### src/verilog/dmsc_pkg.sv
// Package with constants and types of the drive mode and setup control block
package dmsc_pkg;
  // Operating mode codes written by the master
  localparam logic [7:0] MODE_AUTOSETUP = 8'hfe;
  localparam logic [7:0] MODE_VELOCITY  = 8'h02;
  localparam logic [7:0] MODE_CLKDIR    = 8'hf6;  // Internal code, not master visible
  // Control word fields
  localparam int CW_OP_MODE_SPECIFIC_BIT = 4;
  localparam logic [3:0] CW_ENABLE_OP = 4'hf;
  localparam logic [15:0] CW_STOP = 16'h0000;
  // Status word fields
  localparam int SW_OP_EN_BIT    = 2;
  localparam int SW_INDEX_BIT    = 10;
  localparam int SW_SETUP_DONE_BIT = 12;
  // Special mode configuration
  localparam logic [7:0] SPEC_ACTIVATE = 8'h02;
  localparam logic [3:0] SPEC_CODE_MAX = 4'hf;
  localparam int SPEC_LOOP_BIT   = 3;   // 0: open loop, 1: closed loop
  localparam int SPEC_SLOW_BIT   = 0;   // Odd analog code: 100 rpm maximum
  localparam int SPEC_JOY_BIT    = 1;
  localparam logic [7:0] SPEC_RESET_ACT  = 8'h00;
  localparam logic [3:0] SPEC_RESET_CODE = 4'h0;
  // Fixed speeds in rpm
  localparam logic [15:0] TEST_RUN_RPM  = 16'd30;
  localparam logic [15:0] ANALOG_FAST_RPM = 16'd1000;
  localparam logic [15:0] ANALOG_SLOW_RPM = 16'd100;
  // Storage categories
  localparam logic [7:0] STORE_DRIVE  = 8'h05;
  localparam logic [7:0] STORE_TUNING = 8'h06;
  // Parameter memory layout, one word per measured quantity
  localparam int PAR_AW = 3;
  localparam int PAR_DW = 32;

  typedef enum logic [2:0] {
    MEAS_MOTOR_TYPE, MEAS_RESISTANCE, MEAS_INDUCTANCE, MEAS_FLUX,
    MEAS_ENC_RES, MEAS_ALIGN, MEAS_HALL, MEAS_NONE
  } dmsc_meas_t;

  typedef enum logic [2:0] {
    DRV_OFF, DRV_VELOCITY, DRV_CLKDIR, DRV_TEST_RUN, DRV_ANALOG, DRV_SETUP
  } dmsc_drive_t;

  typedef struct packed {
    logic        active;
    logic        closed_loop;
    dmsc_drive_t kind;
    logic        joystick;
    logic [15:0] max_rpm;
  } dmsc_spec_t;

  typedef struct packed {
    logic            enable;
    logic            dir_cw;
    logic            step;
    logic [15:0]     fixed_rpm;
  } dmsc_motor_t;
endpackage

### src/verilog/dmsc_param_mem.sv
// Small memory holding the measured setup parameters, registered read port
`timescale 1ns/1ps
`default_nettype none
module dmsc_param_mem #(
  parameter int AW = 3,
  parameter int DW = 32
) (
  // Clock
  input  wire logic          i_clk,
  // Write port
  input  wire logic          i_wr,
  input  wire logic [AW-1:0] i_wr_addr,
  input  wire logic [DW-1:0] i_wr_data,
  // Read port
  input  wire logic [AW-1:0] i_rd_addr,
  output logic      [DW-1:0] o_rd_data
);
  logic [DW-1:0] mem_ff [2**AW];

  always_ff @(posedge i_clk) begin
    if (i_wr) begin
      mem_ff[i_wr_addr] <= i_wr_data;
    end
  end

  // No reset so the array maps onto plain RAM
  always_ff @(posedge i_clk) begin
    o_rd_data <= mem_ff[i_rd_addr];
  end
endmodule
`default_nettype wire

### src/verilog/dmsc_top.sv
// Mode control: automatic setup, velocity test run and special drive modes
`timescale 1ns/1ps
`default_nettype none
module dmsc_top
  import dmsc_pkg::*;
(
  // Clock and reset
  input  wire logic              i_clk,
  input  wire logic              i_rst,
  // Object writes from the fieldbus side
  input  wire logic              i_mode_wr,
  input  wire logic [7:0]        i_mode_data,
  input  wire logic              i_cw_wr,
  input  wire logic [15:0]       i_cw_data,
  input  wire logic              i_spec_act_wr,
  input  wire logic [7:0]        i_spec_act_data,
  input  wire logic              i_spec_code_wr,
  input  wire logic [7:0]        i_spec_code_data,
  input  wire logic              i_restart,
  input  wire logic              i_user_prog_run,
  // Sensor presence
  input  wire logic              i_enc_present,
  input  wire logic              i_enc_has_index,
  input  wire logic              i_hall_present,
  // Measurement engine
  input  wire logic              i_meas_valid,
  input  wire logic [PAR_DW-1:0] i_meas_data,
  input  wire logic              i_index_seen,
  output dmsc_meas_t             o_meas_req,
  // Digital pins: enable (input 3), clock, direction
  input  wire logic              i_pin_enable,
  input  wire logic              i_pin_clock,
  input  wire logic              i_pin_dir,
  // Parameter readback
  input  wire logic [PAR_AW-1:0] i_param_rd_addr,
  output logic      [PAR_DW-1:0] o_param_rd_data,
  // Status and drive outputs
  output logic      [15:0]       o_status_word,
  output logic      [7:0]        o_mode_eff,
  output dmsc_spec_t             o_spec,
  output dmsc_motor_t            o_motor,
  output logic                   o_coord_invalid,
  output logic                   o_store_req,
  output logic      [7:0]        o_store_cat,
  output logic                   o_cfg_save_req
);
  typedef enum logic [1:0] { ST_IDLE, ST_MEAS, ST_STORE, ST_DONE } dmsc_state_t;

  // Pin synchronisers; stage one is read only by stage two
  logic [2:0] pin_s1_ff;
  logic [2:0] pin_s2_ff;
  logic       clk_d_ff;
  genvar g;
  generate
    for (g = 0; g < 3; g++) begin : g_sync
      always_ff @(posedge i_clk or posedge i_rst) begin
        if (i_rst) begin
          pin_s1_ff[g] <= 1'b0;
          pin_s2_ff[g] <= 1'b0;
        end else begin
          pin_s1_ff[g] <= (g == 0) ? i_pin_enable : (g == 1) ? i_pin_clock : i_pin_dir;
          pin_s2_ff[g] <= pin_s1_ff[g];
        end
      end
    end
  endgenerate
  wire logic en_pin  = pin_s2_ff[0];
  wire logic clk_pin = pin_s2_ff[1];
  wire logic dir_pin = pin_s2_ff[2];

  always_ff @(posedge i_clk or posedge i_rst) begin
    if (i_rst) begin
      clk_d_ff <= 1'b0;
    end else begin
      clk_d_ff <= clk_pin;
    end
  end

  // Special mode configuration: stored copy and the copy in effect
  logic [7:0] spec_act_st_ff;
  logic [3:0] spec_code_st_ff;
  logic       spec_on_ff;
  logic [3:0] spec_code_ff;
  logic       cfg_save_ff;

  always_ff @(posedge i_clk or posedge i_rst) begin
    if (i_rst) begin
      spec_act_st_ff  <= SPEC_RESET_ACT;
      spec_code_st_ff <= SPEC_RESET_CODE;
      cfg_save_ff     <= 1'b0;
    end else begin
      cfg_save_ff <= 1'b0;
      if (i_spec_act_wr) begin
        spec_act_st_ff <= i_spec_act_data;
        cfg_save_ff    <= 1'b1;
      end
      // Codes beyond 0F are refused and leave the stored code unchanged
      if (i_spec_code_wr && (i_spec_code_data <= {4'h0, SPEC_CODE_MAX})) begin
        spec_code_st_ff <= i_spec_code_data[3:0];
        cfg_save_ff     <= 1'b1;
      end
    end
  end

  // Configuration only becomes live on a restart
  always_ff @(posedge i_clk or posedge i_rst) begin
    if (i_rst) begin
      spec_on_ff   <= 1'b0;
      spec_code_ff <= SPEC_RESET_CODE;
    end else if (i_restart) begin
      spec_on_ff   <= (spec_act_st_ff == SPEC_ACTIVATE);
      spec_code_ff <= spec_code_st_ff;
    end
  end

  // Decode of the live special code
  dmsc_spec_t spec;
  always_comb begin
    spec             = '0;
    spec.active      = spec_on_ff;
    spec.closed_loop = spec_code_ff[SPEC_LOOP_BIT];
    spec.joystick    = 1'b0;
    spec.max_rpm     = 16'h0000;
    case (spec_code_ff[2:1])
      2'b00: begin
        spec.kind = DRV_CLKDIR;
      end
      2'b01: begin
        spec.kind    = DRV_TEST_RUN;
        spec.max_rpm = TEST_RUN_RPM;
      end
      default: begin
        spec.kind     = DRV_ANALOG;
        spec.joystick = spec_code_ff[SPEC_JOY_BIT];
        spec.max_rpm  = spec_code_ff[SPEC_SLOW_BIT] ? ANALOG_SLOW_RPM : ANALOG_FAST_RPM;
      end
    endcase
    if (!spec_on_ff) begin
      spec.kind = DRV_OFF;
    end
  end

  // Modes of operation object
  logic [7:0] mode_ff;
  always_ff @(posedge i_clk or posedge i_rst) begin
    if (i_rst) begin
      mode_ff <= 8'h00;
    end else if (i_mode_wr) begin
      mode_ff <= i_mode_data;
    end
  end

  // Power state: operation enabled or not
  logic op_en_ff;
  logic op_mode_specific_d_ff;
  always_ff @(posedge i_clk or posedge i_rst) begin
    if (i_rst) begin
      op_en_ff <= 1'b0;
    end else if (spec_on_ff) begin
      op_en_ff <= en_pin;
    end else if (i_cw_wr) begin
      if (i_cw_data == CW_STOP) begin
        op_en_ff <= 1'b0;
      end else if (i_cw_data[3:0] == CW_ENABLE_OP) begin
        op_en_ff <= 1'b1;
      end
    end
  end

  always_ff @(posedge i_clk or posedge i_rst) begin
    if (i_rst) begin
      op_mode_specific_d_ff <= 1'b0;
    end else if (i_cw_wr) begin
      op_mode_specific_d_ff <= i_cw_data[CW_OP_MODE_SPECIFIC_BIT];
    end
  end

  // The master must already be in operation enabled when bit 4 rises
  // A start written while a run is busy is refused, so it never races the done flags
  dmsc_state_t state_ff;
  wire logic   setup_start = i_cw_wr && i_cw_data[CW_OP_MODE_SPECIFIC_BIT]
                           && !op_mode_specific_d_ff
                           && op_en_ff
                           && (mode_ff == MODE_AUTOSETUP)
                           && !i_user_prog_run
                           && !spec_on_ff
                           && ((state_ff == ST_IDLE) || (state_ff == ST_DONE));

  // Setup sequencer
  dmsc_meas_t  meas_ff;
  logic        done_ff;
  logic        idx_found_ff;
  logic        idx_seen_ff;
  logic        store_cnt_ff;
  logic        coord_bad_ff;

  function automatic dmsc_meas_t next_meas(input dmsc_meas_t cur, input logic enc_idx,
                                           input logic hall);
    dmsc_meas_t n;
    n = MEAS_NONE;
    case (cur)
      MEAS_MOTOR_TYPE: n = MEAS_RESISTANCE;
      MEAS_RESISTANCE: n = MEAS_INDUCTANCE;
      MEAS_INDUCTANCE: n = MEAS_FLUX;
      MEAS_FLUX:       n = enc_idx ? MEAS_ENC_RES : (hall ? MEAS_HALL : MEAS_NONE);
      MEAS_ENC_RES:    n = MEAS_ALIGN;
      MEAS_ALIGN:      n = hall ? MEAS_HALL : MEAS_NONE;
      default:         n = MEAS_NONE;
    endcase
    return n;
  endfunction

  wire logic enc_idx = i_enc_present && i_enc_has_index;

  always_ff @(posedge i_clk or posedge i_rst) begin
    if (i_rst) begin
      state_ff <= ST_IDLE;
      meas_ff  <= MEAS_NONE;
    end else begin
      case (state_ff)
        ST_IDLE, ST_DONE: begin
          if (setup_start) begin
            state_ff <= ST_MEAS;
            meas_ff  <= MEAS_MOTOR_TYPE;
          end
        end
        ST_MEAS: begin
          if (!op_en_ff) begin
            // Abort without storing when the drive is disabled mid-run
            state_ff <= ST_IDLE;
            meas_ff  <= MEAS_NONE;
          end else if (i_meas_valid) begin
            meas_ff <= next_meas(meas_ff, enc_idx, i_hall_present);
            if (next_meas(meas_ff, enc_idx, i_hall_present) == MEAS_NONE) begin
              state_ff <= ST_STORE;
            end
          end
        end
        ST_STORE: begin
          if (store_cnt_ff) begin
            state_ff <= ST_DONE;
          end
        end
        default: begin
          state_ff <= ST_IDLE;
        end
      endcase
    end
  end

  // Two store requests: drive category then tuning category
  always_ff @(posedge i_clk or posedge i_rst) begin
    if (i_rst) begin
      store_cnt_ff <= 1'b0;
    end else if (state_ff == ST_STORE) begin
      store_cnt_ff <= ~store_cnt_ff;
    end else begin
      store_cnt_ff <= 1'b0;
    end
  end

  // Index seen during the alignment run only
  always_ff @(posedge i_clk or posedge i_rst) begin
    if (i_rst) begin
      idx_seen_ff <= 1'b0;
    end else if (setup_start) begin
      idx_seen_ff <= 1'b0;
    end else if ((state_ff == ST_MEAS) && (meas_ff == MEAS_ALIGN) && i_index_seen) begin
      idx_seen_ff <= 1'b1;
    end
  end

  always_ff @(posedge i_clk or posedge i_rst) begin
    if (i_rst) begin
      done_ff      <= 1'b0;
      idx_found_ff <= 1'b0;
    end else if (setup_start) begin
      done_ff      <= 1'b0;
      idx_found_ff <= 1'b0;
    end else if ((state_ff == ST_STORE) && store_cnt_ff) begin
      done_ff      <= 1'b1;
      idx_found_ff <= idx_seen_ff;
    end
  end

  // Coordinates stay invalid from setup completion until a restart
  always_ff @(posedge i_clk or posedge i_rst) begin
    if (i_rst) begin
      coord_bad_ff <= 1'b0;
    end else if ((state_ff == ST_STORE) && store_cnt_ff) begin
      coord_bad_ff <= 1'b1;
    end else if (i_restart) begin
      coord_bad_ff <= 1'b0;
    end
  end

  dmsc_param_mem #(
    .AW (PAR_AW),
    .DW (PAR_DW)
  ) u_param_mem (
    .i_clk     (i_clk),
    .i_wr      ((state_ff == ST_MEAS) && i_meas_valid && op_en_ff),
    .i_wr_addr (meas_ff),
    .i_wr_data (i_meas_data),
    .i_rd_addr (i_param_rd_addr),
    .o_rd_data (o_param_rd_data)
  );

  // Drive outputs
  dmsc_motor_t motor_ff;
  always_ff @(posedge i_clk or posedge i_rst) begin
    if (i_rst) begin
      motor_ff <= '0;
    end else begin
      motor_ff.enable    <= op_en_ff;
      motor_ff.step      <= 1'b0;
      motor_ff.dir_cw    <= 1'b1;
      motor_ff.fixed_rpm <= 16'h0000;
      if (spec_on_ff) begin
        case (spec.kind)
          DRV_CLKDIR: begin
            motor_ff.step   <= op_en_ff && clk_pin && !clk_d_ff;
            motor_ff.dir_cw <= !dir_pin;
          end
          DRV_TEST_RUN: begin
            motor_ff.fixed_rpm <= op_en_ff ? TEST_RUN_RPM : 16'h0000;
            motor_ff.dir_cw    <= !spec_code_ff[0];
          end
          DRV_ANALOG: begin
            // Absent direction signal reads low and gives clockwise
            motor_ff.dir_cw <= spec.joystick ? 1'b1 : !dir_pin;
          end
          default: begin
            motor_ff.dir_cw <= 1'b1;
          end
        endcase
      end
    end
  end

  logic [7:0] mode_eff_ff;
  always_ff @(posedge i_clk or posedge i_rst) begin
    if (i_rst) begin
      mode_eff_ff <= 8'h00;
    end else if (spec_on_ff && (spec.kind == DRV_CLKDIR)) begin
      mode_eff_ff <= MODE_CLKDIR;
    end else if (spec_on_ff) begin
      mode_eff_ff <= MODE_VELOCITY;
    end else begin
      mode_eff_ff <= mode_ff;
    end
  end

  logic [15:0] sw_ff;
  always_ff @(posedge i_clk or posedge i_rst) begin
    if (i_rst) begin
      sw_ff <= 16'h0000;
    end else begin
      sw_ff                    <= 16'h0000;
      sw_ff[SW_OP_EN_BIT]      <= op_en_ff;
      sw_ff[SW_INDEX_BIT]      <= idx_found_ff;
      sw_ff[SW_SETUP_DONE_BIT] <= done_ff;
    end
  end

  assign o_status_word   = sw_ff;
  assign o_mode_eff      = mode_eff_ff;
  assign o_spec          = spec;
  assign o_motor         = motor_ff;
  assign o_coord_invalid = coord_bad_ff;
  assign o_meas_req      = (state_ff == ST_MEAS) ? meas_ff : MEAS_NONE;
  assign o_store_req     = (state_ff == ST_STORE);
  assign o_store_cat     = store_cnt_ff ? STORE_TUNING : STORE_DRIVE;
  assign o_cfg_save_req  = cfg_save_ff;
endmodule
`default_nettype wire

### config.mk
export PLATFORM = sky130hd
export DESIGN_NAME = dmsc_top
export DESIGN_NICKNAME = d
export VERILOG_FILES = /design/src/verilog/dmsc_pkg.sv /design/src/verilog/dmsc_param_mem.sv /design/src/verilog/dmsc_top.sv
export SDC_FILE = /design/constraint.sdc
export NUM_CORES = 1
export LEC_CHECK = 0
export BUFFER_PORTS_ARGS = -buffer_cell sky130_fd_sc_hd__buf_4
export CORE_AREA = 3 3 167 332
export DETAILED_ROUTE_END_ITERATION = 16
export DIE_AREA = 0 0 170 335
export HOLD_SLACK_MARGIN = 0.03
export PLACE_DENSITY = 0.4
export RECOVER_POWER = 100
export SYNTH_ARGS = -nofsm -noshare
export SYNTH_HDL_FRONTEND = slang
export SYNTH_SLANG_ARGS = --single-unit
### constraint.sdc
create_clock -name i_clk -period 5.43 [get_ports i_clk]
set_clock_uncertainty 0.05 [all_clocks]
set_input_delay 1.086 -clock i_clk [delete_from_list [all_inputs] [get_ports i_clk]]
set_output_delay 1.086 -clock i_clk [all_outputs]
set_load 0.02 [all_outputs]
# After elaboration in Yosys (flattened, before gate mapping)
# Memory sizes are Yosys's and may differ from the RTL's. A register that Yosys moved wholly into a read port is not among the register bits.
# Cells that the tools add are included.
# word_totals
regBits,75
ramBits,256
in_bits,91
out_inout_bits,111
word_cells,137
mem_count,1
# classes
order_cmp,1
eq_ne,20
n_mux,47
bitwise_logic,1
reduce_logical,39
# memory_table
name,words,width,read_ports,rd_ports_with_merged_regs,wr,line,text
u_param_mem.mem_ff,8,32,1,1,1,dmsc_param_mem.sv:18,logic [DW-1:0] mem_ff [2**AW];
# op_table
op,n
$mux W3,8
$mux W1,21
$pmux W10 S2,1
$mux W18,1
$pmux W3 S6,1
$logic_and A1 B1 Y1,17
$logic_not A16 Y1,1
$mux W8,2
$eq A3 B2 Y1 const B,4
$eq A3 B3 Y1 const B,4
$mux W2,6
$pmux W3 S2,2
$mux W10,1
$mux W5,2
$reduce_bool A2 Y1,5
$eq A8 B2 Y1 const B,1
$eq A8 B8 Y1 const B,1
$le A8 B4 Y1 const B,1
$logic_not A1 Y1,6
$ne A3 B3 Y1 const B,2
$pmux W2 S3,1
$eq A2 B1 Y1 const B,2
$eq A2 B2 Y1 const B,2
$eq A4 B4 Y1 const B,1
other kinds (13),15

# Depth between registers and ports, before layout
# depth
depth_word,11
mapped_depth,7
mapped_depth_nobuf,7

# Cells and area by module
# A second synthesis with hierarchy kept.
# hier_totals
hier_cells,674
hier_area_um2,13256.5
# modules_own_cells
module,instances,cells_each,area_per_inst_um2,seq_area_each_um2
dmsc_param_mem,1,415,10466.3,8328.0
dmsc_top,1,259,2790.2,1480.2

# Worst setup path after synthesis
# Ideal clock, no wire load.
# synth_path
kind,in2reg
start,in i_meas_valid
end,"mem u_param_mem.mem_ff[0][0], enable pin"
setup_ns,0.461
t_arrival_ns,3.476
required_ns,4.919
path_slack_ns,1.443
path_stages,2
n_path_buf,0
cell_sequence,nand4b_1 -> nor3_1
# synth_via
elab_chain_cells,4
# synth_lines
item,line,text
"start, declared",dmsc_top.sv:26,"input wire logic i_meas_valid,"
$logic_and A1 B1 Y1 (2 in a row),dmsc_top.sv:302,".i_wr ((state_ff == ST_MEAS) && i_meas_valid && op_en_ff),"
$mux W1,dmsc_param_mem.sv:21,if (i_wr) begin
$mux W1 (implied by the code),dmsc_param_mem.sv:22,mem_ff[i_wr_addr] <= i_wr_data;
"end, declared",dmsc_param_mem.sv:18,
# Every way passes these cells.

# Worst setup path in the final report
# layout_path
start,reg state_ff[1]
end,"mem u_param_mem.mem_ff[0][26], enable pin"
# layout_via
elab_chain_cells,5
# layout_lines
item,line,text
"start, declared",dmsc_top.sv:180,dmsc_state_t state_ff;
"start signal, assigned",dmsc_top.sv:217,state_ff <= ST_IDLE;
"start signal, assigned",dmsc_top.sv:223,state_ff <= ST_MEAS;
"start signal, assigned",dmsc_top.sv:230,state_ff <= ST_IDLE;
$eq A2 B1 Y1,dmsc_top.sv:302,
$logic_and A1 B1 Y1 (2 in a row),dmsc_top.sv:302,
$mux W1,dmsc_param_mem.sv:21,
$mux W1 (implied by the code),dmsc_param_mem.sv:22,
# Every way passes these cells.

==> impl_metrics.yaml <==
status:
  status: "finished, violations left"
  violations: "capacitance limit, slew limit"
floorplanning:
  io_pins: 202
  die-height_um: 335
  initial_core_util_pct: 24.76
  die_area_mm2: 0.05695
  core_mm2: 0.05345
  num_rows: 120
  die_w_um: 170
worst_setup_path:
  worstPathCellList: "inv_1 -> ha_1 -> nand4b_1 -> nor3_2 -> clkbuf_1"
  arrival_ns: 3.92
  critPathMaxStageDelay_ns: 1.88
  path_depth: 5
  cp_slowest_cell: "clkbuf_1"
  cp-start-kind: "flip-flop"
  endpoint_kind: "flip-flop"
  cp.required_ns: 5.46
  worstSetupPathType: "reg2reg"
  r2r_slack_ns: 1.54
  r2r_cells: 5
  crit_buf_inv: 2
  critPathTopFamily: "buffers and inverters"
  cp_max_fo: 32
synth:
  avgSynthCellArea_um2: 19.61
  ys_seq_area_share_pct: 74.11
  netlist_area_mm2: 0.01323
  syn_inst: 675
  yosys_warnings: 0
  synth.distinct_cells: 40
  synth_ff_type: "edfxtp_1"
  synth-seq-cells: 347
  async_reset_ff_share_pct: 17.00
  synth_edf_count: 256
cts:
  cts_setup_buffers: 0
  cts_tree: "yes"
  worst_skew_pair.late_latency_ns: 0.53
  cts.htree.levels: 2
  path_clk_slew_ns: 0.06
  cts_max_path_buffers: 3
  numCtsBuffers: 35
  ctsResizeCount: 0
  cts_num_sinks: 347
  clockRootBuffer: "clkbuf_16"
  hold_buffers: 0
global_routing:
  grt_pass1_wl_um: 46380
  grt_usage_pct: 10.91
  antenna_found_initial: 1
  overflow: 0
  grt_pass1_vias: 7327
  grt_max_degree: 65
min_path:
  hold_class: "reg2reg"
  hold_path_depth: 0
power_and_ir_drop:
  peakVddDrop_mv: 0.2094
  pwr_density_cell_mw_per_mm2: 404.5
  p_comb_share_pct: 12.0
  p_int_mw: 4.720
  p_leak_nw: 5.444
  p_sw_mw: 1.636
  clockPowerShare_pct: 37.6
  switching_share_pct: 25.74
  p_seq_share_pct: 50.3
final_layout:
  seq_area_mm2: 0.009808
  multiInputGateArea_mm2: 0.002989
  fillCellCount: 5403
  nets: 937
  drive_above_1_share_pct: 22.90
  areaGrowthSynthToFinish_pct: 18.74
sta:
  max_freq_mhz: 257.0
  setup_viol: 0
  post-route-min-period_ns: 3.891
  rsz0062_at_grt: "false"
  whs_ns: 0.2988
  post-route-period-util_pct: 71.65
  tightest_slew_ns: 2.643
  maxSlewHeadroom_pct: -76.19
  tns_ns: 0
  finalHoldViolCount: 0
  finalMaxSlewViolations: 177
placed_design:
  io_buffers: 163
  gp_congestion: 0.6810
  dpl.hpwl_um: 19280
routing:
  routed_wl_um: 31020
  dr.first_iter.drc_count: 266
  drc: 0
  vias: 6460
  drtPass1Iterations: 4
  via_per_inst: 4.192
  avgRoutedWirePerCell_um: 20.13
  ant_nets: 0
job:
  cap_violations: 6
## cell type report
cell class / instances / share of cell area [%]
Antenna cell: 1 / 0.01592
Clock buffer: 42 / 6.067
Clock inverter: 21 / 1.155
Inverter: 15 / 0.3583
Multi-Input combinational cell: 270 / 19.02
Sequential cell: 347 / 62.42
Tap cell: 671 / 5.343
Timing Repair Buffer: 174 / 5.621
## kinds of logic after synthesis
kind of cell / after synthesis / share of synthesized area, %
flip-flops: 347 / 74.11
multiplexers: 116 / 16.44
buffers and inverters: 94 / 4.472
AND/OR/NAND/NOR: 79 / 3.101
AO/OA/AOI/OAI: 34 / 1.532
adder cells (fa/ha/maj): 3 / 0.2837
other: 2 / 0.05675
## per-layer routing
metal	global-route usage, %	wire, um	share of wire, %
met1	11.88	11520	37
met2	20.74	17080	55
met3	2.595	1759	5.7
met5	0	0	0
met4	3.145	666	2.1
## worst register-to-register path: cells and delay by family, from the launching register on
family / cells / cell delay [ns]
DFF: 1 / 0.38
buffers and inverters: 2 / 1.97
adders and majority gates: 1 / 0.43
and+or+nand+nor: 2 / 0.58
## flip-flops by register name (all words and copies together), names as in the netlist, 2 cells and up
signal and count:
spec_code_st_ff 4, state_ff 2, meas_ff 3, mode_ff 8, u_param_mem.mem_ff 256, o_mode_eff 8, u_param_mem.o_rd_data 32, spec_act_st_ff 8
o_status_word 3, spec_code_ff 4, pin_s1_ff 3, o_motor 3
## synth_stat cells, drive strengths merged, types with 5 or more instances
cell type	instances	share of area (%)
dfxtp	32	4.8
a21oi	6	0.23
inv	15	0.43
edfxtp	256	58
mux4	64	12
and2	5	0.24
buf	65	3.6
nor2	15	0.43
dfrtp	56	11
mux2	51	4.3
nor4	5	0.24
clkbuf	14	0.40
o21ai	18	0.68
nor3	5	0.19
nand2b	7	0.33
nand2	20	0.57
## path summary, 6_finish.rpt
kind,to,startpoint
max,u_param_mem.mem_ff[0][26]$_DFFE_PP_,state_ff[1]$_DFFE_PP0P_
min,dir_pin$_DFF_PP0_,pin_s1_ff[2]$_DFF_PP0_
max reg2reg,u_param_mem.mem_ff[0][26]$_DFFE_PP_,state_ff[1]$_DFFE_PP0P_
min reg2reg,dir_pin$_DFF_PP0_,pin_s1_ff[2]$_DFF_PP0_
max in group asynchronous,o_status_word[2]$_DFF_PP0_,i_rst
min in group asynchronous,o_motor[3]$_DFF_PP0_,i_rst
## placed cells by master (no fill, tap or decap), types with 5 or more instances in the layout
cell type	n
buf_4	56
inv_1	15
clkbuf_1	115
dfxtp_1	32
mux2_2	49
a21oi_1	6
mux4_2	24
clkbuf_4	5
o21ai_0	18
nand2b_1	7
mux4_1	40
dfrtp_1	56
nor2_1	13
nand2_1	20
nor4_1	5
edfxtp_1	256
clkbuf_16	36
clkinv_2	7
clkinvlp_4	5
conb_1	38
## per-stage QoR
stage / power [mW] / utilization [%] / setup WS (ns) / cells / cell area [um^2]
2_1_floorplan: 3.775 / - / 1.443 / 711 / 13370
3_3_place_gp: 4.144 / 28.13 / 2.233 / 1477 / 15030
3_5_place_dp: 4.150 / 28.13 / 2.216 / 1477 / 15030
4_1_cts: 6.591 / 30.25 / 2.418 / 1540 / 16170
5_1_grt: 6.654 / 29.39 / 1.205 / 1540 / 15710
6_report: 6.356 / 29.40 / 1.539 / 1541 / 15710
## power by group through the flow
stage	combinational, mW	sequential (mW)	clock [mW]
final	0.763	3.20	2.39
after global routing	0.850	3.23	2.58
after CTS	0.891	3.21	2.49
after detailed placement	0.888	3.26	0
after global placement	0.882	3.26	0
after floorplan	0.531	3.24	0
Power figures use the tool's default switching activity.
